===== src/design/sipo_pkg.sv =====
// Package for the latched serial-in parallel-out shifter
package sipo_pkg;

  // ==========================================================
  // Sizes and reset values
  localparam int SIPO_STAGES = 8;
  localparam logic [SIPO_STAGES-1:0] SIPO_CHAIN_RST = 8'h00;
  localparam logic [SIPO_STAGES-1:0] SIPO_CLEARED = 8'h00;
  localparam logic SIPO_PIN_RST = 1'b0;
  localparam logic SIPO_OE_N_RST = 1'b1;

  // ==========================================================
  // Pin groups
  typedef struct packed {
    logic serial_in;
    logic shift_clock;
    logic shift_clear_n;
    logic store_clock;
    logic output_enable_n;
  } sipo_pins_in_t;

  typedef struct packed {
    logic [SIPO_STAGES-1:0] parallel_out;
    logic [SIPO_STAGES-1:0] parallel_oe_n;
    logic cascade_out;
  } sipo_pins_out_t;

endpackage


===== src/design/sipo_rise_detect.sv =====
// Rising edge detector for a pin sampled on clk
`timescale 1ns/1ns
module sipo_rise_detect (
  input wire logic clk,
  input wire logic rst,
  input wire logic pin,
  output logic rise
);
  import sipo_pkg::*;

  logic prev_q;
  logic prev_d;

  // ==========================================================
  // Previous level
  always_comb begin
    prev_d = pin;
  end

  always_ff @(posedge clk) begin
    if (rst) begin
      prev_q <= SIPO_PIN_RST;
    end else begin
      prev_q <= prev_d;
    end
  end

  // Falling edges give no pulse
  assign rise = pin & ~prev_q;

endmodule // sipo_rise_detect


===== src/design/sipo_latched_shifter.sv =====
// Eight-stage shift chain with a storage register and gated outputs
// Contract
// [RL1] Eight-stage chain feeds eight-bit storage register
// [RL2] Storage bits drive the gated parallel outputs
// [RL3] Separate clocks, each touching only its register
// [RL4] Low clear empties chain, storage untouched
// [RL5] Cascade output carries last chain stage
// [RL6] Enable high floats outputs, cascade stays driven
// [RL7] Only rising clock edges or a low clear change state
// [RL8] Shift edge loads serial in, stages advance
// [RL9] Store edge copies whole chain to storage
// [RL10] Shared clock: storage takes pre-shift chain
// [RL11] Host sets data, clear high, before edge
// [RL12] Cleared chain is all low, cascade low
// [RL13] Storage has no reset, store edges only
`timescale 1ns/1ns
module sipo_latched_shifter (
  input wire logic clk,
  input wire logic rst,
  input sipo_pkg::sipo_pins_in_t pins_in,
  output sipo_pkg::sipo_pins_out_t pins_out
);
  import sipo_pkg::*;

  logic shift_rise;
  logic store_rise;
  logic [SIPO_STAGES-1:0] chain_q;
  logic [SIPO_STAGES-1:0] chain_d;
  logic [SIPO_STAGES-1:0] store_q;
  logic [SIPO_STAGES-1:0] store_d;
  logic oe_n_q;
  logic oe_n_d;
  logic store_seen_q;
  logic store_seen_d;

  // ==========================================================
  // Clock edge detection
  sipo_rise_detect u_shift_edge (
    .clk(clk),
    .rst(rst),
    .pin(pins_in.shift_clock),
    .rise(shift_rise)
  );

  sipo_rise_detect u_store_edge (
    .clk(clk),
    .rst(rst),
    .pin(pins_in.store_clock),
    .rise(store_rise)
  );

  // ==========================================================
  // Shift chain
  always_comb begin
    chain_d = chain_q;
    if (!pins_in.shift_clear_n) begin
      chain_d = SIPO_CLEARED; // see [RL4] see [RL12]
    end else if (shift_rise) begin
      // Host keeps serial_in steady up to the edge; see [RL11]
      chain_d = {chain_q[SIPO_STAGES-2:0], pins_in.serial_in}; // see [RL8] see [RL7]
    end
  end

  always_ff @(posedge clk) begin
    if (rst) begin
      chain_q <= SIPO_CHAIN_RST;
    end else begin
      chain_q <= chain_d; // see [RL1] see [RL3]
    end
  end

  // ==========================================================
  // Storage register
  always_comb begin
    store_d = store_q;
    if (store_rise) begin
      // Old chain value, so a shared clock lags by one; see [RL10]
      store_d = chain_q; // see [RL9] see [RL3]
    end
  end

  // No reset here: contents are unknown until the first store edge
  always_ff @(posedge clk) begin
    store_q <= store_d; // see [RL13]
  end

  // ==========================================================
  // Storage known flag
  // Checks only, so unknown storage before the first store edge is not judged
  always_comb begin
    store_seen_d = store_seen_q;
    if (store_rise) begin
      store_seen_d = 1'b1;
    end
  end

  always_ff @(posedge clk) begin
    if (rst) begin
      store_seen_q <= 1'b0;
    end else begin
      store_seen_q <= store_seen_d;
    end
  end

  // ==========================================================
  // Output enable
  always_comb begin
    oe_n_d = pins_in.output_enable_n;
  end

  always_ff @(posedge clk) begin
    if (rst) begin
      oe_n_q <= SIPO_OE_N_RST;
    end else begin
      oe_n_q <= oe_n_d;
    end
  end

  assign pins_out.parallel_out = store_q; // see [RL2]
  assign pins_out.parallel_oe_n = {SIPO_STAGES{oe_n_q}}; // see [RL6]
  assign pins_out.cascade_out = chain_q[SIPO_STAGES-1]; // see [RL5]

  // ==========================================================
  // Checks
  AST_CLEAR_EMPTIES: assert property (@(posedge clk) disable iff (rst) // see [RL4]
    !pins_in.shift_clear_n |=> (chain_q == SIPO_CLEARED))
    else $error("chain not cleared after clear");

  AST_CLEAR_CASCADE_LOW: assert property (@(posedge clk) disable iff (rst) // see [RL12]
    !pins_in.shift_clear_n |=> !pins_out.cascade_out)
    else $error("cascade not low after clear");

  AST_CLEAR_KEEPS_STORE: assert property (@(posedge clk) disable iff (rst) // see [RL4]
    (!pins_in.shift_clear_n && !store_rise && store_seen_q)
    |=> $stable(pins_out.parallel_out))
    else $error("clear disturbed storage");

  AST_SHIFT_STEP: assert property (@(posedge clk) disable iff (rst) // see [RL8]
    (pins_in.shift_clock && !$past(pins_in.shift_clock) && pins_in.shift_clear_n)
    |=> (chain_q == {$past(chain_q[SIPO_STAGES-2:0]), $past(pins_in.serial_in)}))
    else $error("shift edge did not advance chain");

  AST_SHIFT_HOLD: assert property (@(posedge clk) disable iff (rst) // see [RL7]
    (!shift_rise && pins_in.shift_clear_n) |=> $stable(chain_q))
    else $error("chain moved without rising shift edge");

  AST_STORE_COPY: assert property (@(posedge clk) disable iff (rst) // see [RL10]
    store_rise |=> (pins_out.parallel_out == $past(chain_q)))
    else $error("storage did not take pre-edge chain");

  AST_STORE_HOLD: assert property (@(posedge clk) disable iff (rst) // see [RL13]
    (!store_rise && store_seen_q) |=> $stable(pins_out.parallel_out))
    else $error("storage changed without store edge");

  AST_OE_FOLLOWS: assert property (@(posedge clk) disable iff (rst) // see [RL6]
    pins_in.output_enable_n |=> (pins_out.parallel_oe_n == {SIPO_STAGES{1'b1}}))
    else $error("outputs not floated when enable high");

  AST_CASCADE_DELAY: assert property (@(posedge clk) disable iff (rst) // see [RL5]
    (shift_rise && pins_in.shift_clear_n)
    |=> (pins_out.cascade_out == $past(chain_q[SIPO_STAGES-2])))
    else $error("cascade not last stage");

  // ==========================================================
  // Further checks
  AST_CLEAR_WINS: assert property (@(posedge clk) disable iff (rst) // see [RL4]
    (!pins_in.shift_clear_n && shift_rise)
    |=> (chain_q == SIPO_CLEARED))
    else $error("shift edge beat clear");

  AST_FALL_IGNORED: assert property (@(posedge clk) disable iff (rst) // see [RL7]
    (!pins_in.shift_clock && $past(pins_in.shift_clock) && pins_in.shift_clear_n)
    |=> $stable(chain_q))
    else $error("falling shift edge moved chain");

  AST_FIRST_STAGE: assert property (@(posedge clk) disable iff (rst) // see [RL8]
    (shift_rise && pins_in.shift_clear_n)
    |=> (chain_q[0] == $past(pins_in.serial_in)))
    else $error("first stage missed serial input");

  AST_OE_DRIVES: assert property (@(posedge clk) disable iff (rst) // see [RL6]
    !pins_in.output_enable_n
    |=> (pins_out.parallel_oe_n == {SIPO_STAGES{1'b0}}))
    else $error("outputs not driven when enable low");

  AST_CASCADE_WHILE_FLOAT: assert property (@(posedge clk) disable iff (rst) // see [RL6]
    (pins_in.output_enable_n && shift_rise && pins_in.shift_clear_n)
    |=> (pins_out.cascade_out == $past(chain_q[SIPO_STAGES-2])))
    else $error("cascade stalled while outputs float");

  AST_SHIFT_KEEPS_STORE: assert property (@(posedge clk) disable iff (rst) // see [RL3]
    (shift_rise && !store_rise && store_seen_q)
    |=> $stable(pins_out.parallel_out))
    else $error("shift edge disturbed storage");

  AST_STORE_KEEPS_CHAIN: assert property (@(posedge clk) disable iff (rst) // see [RL3]
    (store_rise && !shift_rise && pins_in.shift_clear_n)
    |=> $stable(chain_q))
    else $error("store edge disturbed chain");

  AST_CHAIN_WIDTH: assert property (@(posedge clk) disable iff (rst) // see [RL1]
    (shift_rise && pins_in.shift_clear_n)
    |=> (chain_q[SIPO_STAGES-1:1] == $past(chain_q[SIPO_STAGES-2:0])))
    else $error("chain stages did not advance");

  AST_STORE_DRIVES_PINS: assert property (@(posedge clk) disable iff (rst) // see [RL2]
    (store_rise && !pins_in.output_enable_n)
    |=> (pins_out.parallel_out == $past(chain_q)
         && pins_out.parallel_oe_n == {SIPO_STAGES{1'b0}}))
    else $error("stored bits not driven on outputs");

  AST_CLEAR_HOLDS: assert property (@(posedge clk) disable iff (rst) // see [RL12]
    (!pins_in.shift_clear_n && !$past(pins_in.shift_clear_n))
    |=> (chain_q == SIPO_CLEARED))
    else $error("chain left clear while clear held");

  COV_SHIFT: cover property (@(posedge clk) disable iff (rst)
    shift_rise && pins_in.shift_clear_n);
  COV_STORE: cover property (@(posedge clk) disable iff (rst) store_rise);
  COV_SHARED: cover property (@(posedge clk) disable iff (rst)
    shift_rise && store_rise && pins_in.shift_clear_n);
  COV_CLEAR: cover property (@(posedge clk) disable iff (rst)
    !pins_in.shift_clear_n && shift_rise);
  COV_FLOAT: cover property (@(posedge clk) disable iff (rst)
    pins_in.output_enable_n && store_rise);

endmodule // sipo_latched_shifter


===== config.mk =====
export PLATFORM = sky130hd
export DESIGN_NAME = sipo_latched_shifter
export DESIGN_NICKNAME = d
export VERILOG_FILES = /design/src/design/sipo_pkg.sv /design/src/design/sipo_rise_detect.sv /design/src/design/sipo_latched_shifter.sv
export SDC_FILE = /design/constraint.sdc
export NUM_CORES = 1
export LEC_CHECK = 0
export BUFFER_PORTS_ARGS = -buffer_cell sky130_fd_sc_hd__buf_2
export CAP_MARGIN = 25
export CORE_MARGIN = 2
export CORE_UTILIZATION = 47
export DETAILED_ROUTE_END_ITERATION = 10
export PLACE_DENSITY = 0.75
export SYNTH_ARGS = -nofsm -noshare
export SYNTH_HDL_FRONTEND = slang
export SYNTH_SLANG_ARGS = --single-unit

===== constraint.sdc =====
create_clock -name clk -period 1.2 [get_ports clk]
set_input_delay 0.24 -clock clk [delete_from_list [all_inputs] [get_ports clk]]
set_output_delay 0.24 -clock clk [all_outputs]
set_load 0.005 [all_outputs]

**After elaboration in Yosys (flattened, before gate mapping)**

Cells that the tools add are included.

- Register bits: 19
- RAM bits: 0
- Memories kept: 0
- Logic and storage cells: 11
- Bits in read-only memories: 0
- Latch bits: 0
- Input bits: 7

- Equal/unequal tests: 0
- Divide/modulo/power cells: 0
- $lt $le $gt $ge: 0
- Shifts and indexed selects: 0
- Bitwise gates (word level): 5
- Multipliers: 0
- Reductions and logical operators: 1
- Add/subtract/negate cells: 0
- Muxes and demuxes: 0

Operators with widths:

| operator | number |
|---|---|
| 1-bit inverter | 3 |
| 1-bit bitwise AND | 2 |
| 2-bit OR reduction | 1 |

**Logic depth before layout (Yosys ltp)**

- Depth in word-level cells: 2
- Gate-level depth with buffers: 4

**Cells and area by module**

Synthesis repeated with hierarchy kept, for this count alone.

- Cells, all modules: 52
- Area total of the unflattened synthesis: 721.9 µm²

By module, submodules not included:

| module | area each (µm²) | instances | cells each |
|---|---|---|---|
| sipo_latched_shifter | 626.9 | 1 | 46 |
| sipo_rise_detect | 47.5 | 2 | 3 |

**Least setup slack after synthesis**

OpenSTA, ideal clock, no wires.

- Kind: reg2reg
- From: reg u_store_edge.prev_q
- To: reg store_q[0], enable pin
- Period minus slack after synthesis: 1.054 ns
- Path slack: 0.146 ns
- Buffers on the path: 0
- Cell stages (with the launch flop): 2
- Arrival time: 0.681 ns
- Path through: dfxtp_1 nor2b_1

- Cells in the longest elaborated chain, start to end: 2

RTL lines:

| what | line | source |
|---|---|---|
| from (decl) | sipo_rise_detect.sv:11 | `logic prev_q;` |
| from (signal assigned) | sipo_rise_detect.sv:24 | `prev_q <= prev_d;` |
| 1-bit inverter | sipo_rise_detect.sv:29 | `assign rise = pin & ~prev_q;` |
| 1-bit bitwise AND | sipo_rise_detect.sv:29 |  |
| net store_rise | sipo_latched_shifter.sv:26 | `logic store_rise;` |
| to (signal assigned) | sipo_latched_shifter.sv:84 | `store_q <= store_d;` |
| to (decl) | sipo_latched_shifter.sv:29 | `logic [SIPO_STAGES-1:0] store_q;` |

The timed path passes the listed nets, and every way through them passes these cells.
A chain may end at the register's enable or synchronous reset.

**Worst setup path in the final report**

- From: reg oe_n_q
- To: out pins_out[6] (netlist name)

RTL lines:

| what | line | source |
|---|---|---|
| from (decl) | sipo_latched_shifter.sv:31 | `logic oe_n_q;` |
| from (signal assigned) | sipo_latched_shifter.sv:115 | `oe_n_q <= oe_n_d;` |
| to (decl) | sipo_latched_shifter.sv:21 | `output sipo_pkg::sipo_pins_out_t pins_out` |

No word-level cell between the ends.

==> results.toml <==
[power]
p_leak_nw = 0.307
clkPwrFrac_pct = 29.1
swShare_pct = 21.4
vdd_ir_drop_max_mv = 0.657
power_report.internal_total_w = 0.000852
netSwitchingPower_w = 0.000232
pwr_density_cell_nw_per_um2 = 1350
power_frac_comb_pct = 6.7
power_frac_seq_pct = 64.2

[setup_path]
critical_path.max_fanout = 8
critPathKind = "flip-flop to output pin"
cp-start-kind = "flip-flop"
crit_buf_inv = 1
crit_family = "flip-flops"
r2r.worst_path.cells = 3
worst_ep_required_time_ps = 960
slowest_stage = "dfxtp_1"
arrival_ps = 840
r2r_start = "u_shift_edge.prev_q$_SDFF_PP0_"
worst-r2r-setup-slack_ps = 180
worst_r2r_endpoint = "chain_q[4]$_SDFFE_PP0P_"
max_stage_delay_ps = 410
worst_setup_path_end_kind = "output pin"
path_cells = "buf_2"

[route]
drt_iter0_drc = 0
wl_per_cell_microns = 10.4
viasPerCell = 4.57
num_vias = 430
dr.pass1.iters = 1
wirelength_microns = 979
ant_nets = 0
drc_errors = 0

[synthesis]
synth_common_cells = "16 x nand2_1, 11 x dfxtp_1, 10 x buf_4, 8 x a21oi_2, 8 x edfxtp_1"
ys_types = 9
synth_area_sq_um = 719
synthTopCellsByArea = "edfxtp_1 33%, dfxtp_1 31%, buf_4 10%"
synth_top_area_share_pct = 33.4
synth_nets = 69
async_flop_share_pct = 0
synth_edf_count = 8
synth_top_area_cell = "edfxtp_1"
synth_area_per_cell_sq_um = 11.6
synthFlopType = "dfxtp_1"
syn_inst = 62
ys_seq_area_share_pct = 64.0
yosysMostFrequentCell = "nand2_1"
synth-seq-cells = 19
yosysWarnings = 0

[floorplanning]
die_width_microns = 43.1
dieArea_sq_um = 1860
coreArea_sq_um = 1470
die_y_microns = 43.1
io_pins = 24
start_util_pct = 48.9
fp-row-count = 14

[cts]
cts.clk_slew.worst_paths_ps = 100
cts_setup_buffers = 0
tritoncts.num_buffers = 3
cts.repair.resized = 0
cts_tree = "built"
root_buffer = "clkbuf_4"
clock-sinks = 19
cts_buffer_depth = 2
htree_num_levels = 1
insertion_delay_ps = 290
hold_buffers = 0

[global_routing]
antenna_found_initial = 0
grt_pass1_vias = 369
grt_remaining_overflow = 0
grt_pass1_wl_microns = 1600
track_usage_pct = 12.0
grt_use_met3_pct = 2.55
use_met2_pct = 17.6
met1_usage_pct = 15.4
busiest_layer = "met2"
grt_max_degree = 11

[sta]
relSlewSlack_pct = 67.9
fin_skew_ps = 5.43
final-max-slew-violation-count = 0
min_period_over_period_pct = 90.3
worst_pin_slew_ps = 481
setup_viol = 0
rsz0062_at_grt = "no"
clock.fmax_ghz = 0.922
fin_setup_tns_ps = 0
period_needed_ps = 1080
hold_viol_final = 0
whs_ps = 127

[place]
place_inst = 90
hpwl_microns = 701
gp_congestion = 0.760
port_buffers = 23

[cells_and_area]
antenna_cells = 0
nNetsFinal = 86
drive_gt1_share_pct = 46.2
area_growth_pct = 11.7
fin_cells = 94

[hold_path]
worstHoldStart = "pins_in[0]"
hp-class = "primary input to flip-flop"
hold_end = "oe_n_q$_SDFF_PP1_"
holdPathStages = 2

[run_status]
status = "completed"

[run]
cap_violations = 0
through the flow:
stage / area, sq um / power [W] / setup WS, ps / utilization [%]
floorplan: 719 / 0.000767 / 146 / -
global placement: 777 / 0.000783 / 142 / 52.8
detailed placement: 777 / 0.000785 / 121 / 52.8
CTS: 803 / 0.00109 / 104 / 54.6
global route: 803 / 0.00113 / 30.4 / 54.6
finish: 803 / 0.00108 / 116 / 54.6
registers in the layout, indices dropped and copies added (netlist names):
name                 cells
chain_q                  8
u_shift_edge.prev_q      1
u_store_edge.prev_q      1
oe_n_q                   1
store_q                  8
power groups by stage:
stage / Sequential [W] / Combinational, W / Clock [W]
floorplan: 0.000713 / 0.0000536 / 0
global placement: 0.000710 / 0.0000731 / 0
detailed placement: 0.000711 / 0.0000746 / 0
CTS: 0.000696 / 0.0000747 / 0.000323
global route: 0.000698 / 0.0000801 / 0.000352
finish: 0.000696 / 0.0000731 / 0.000315
layout make-up:
class	count	area, sq um
Fill cell	142	668
Sequential cell	19	460
Multi-Input combinational cell	31	174
Timing Repair Buffer	24	123
Clock buffer	4	26.3
Tap cell	16	20.0
cells by family after synthesis:
group	share of synthesized area, %
flops	64.0
simple gates	14.4
buf+inv	11.8
compound gates	9.74
worst max-delay path by stage:
stage | from | endpoint | slack [ps] | depth (start not counted)
finish | oe_n_q$_SDFF_PP1_ | pins_out[6] | 120 | 1
global route | oe_n_q$_SDFF_PP1_ | pins_out[5] | 30 | 1
CTS | oe_n_q$_SDFF_PP1_ | pins_out[5] | 100 | 1
detailed placement | pins_in[3] | chain_q[4]$_SDFFE_PP0P_ | 120 | 4
global placement | pins_in[3] | chain_q[5]$_SDFFE_PP0P_ | 140 | 4
floorplan | u_store_edge.prev_q$_SDFF_PP0_ | store_q[0]$_DFFE_PP_ | 150 | 1
per-layer routing:
| layer | wire length, microns | vias to the layer above |
|---|---|---|
| met5 | 0 | - |
| met4 | 17 | 0 |
| met3 | 42 | 2 |
| met2 | 465 | 13 |
| met1 | 452 | 189 |
| li1 | - | 226 |
layout by cell type (no fill, tap or decap):
master | synthesis | routed
a21oi_2 | 8 | 8
buf_2 | 2 | 23
buf_4 | 10 | 1
clkbuf_1 | 0 | 1
clkbuf_4 | 0 | 3
dfxtp_1 | 11 | 11
edfxtp_1 | 8 | 8
nand2_1 | 16 | 16
nand2b_1 | 2 | 2
nor2b_1 | 4 | 4
or2_2 | 1 | 1
Note: power is estimated with default switching activity, not from simulation.
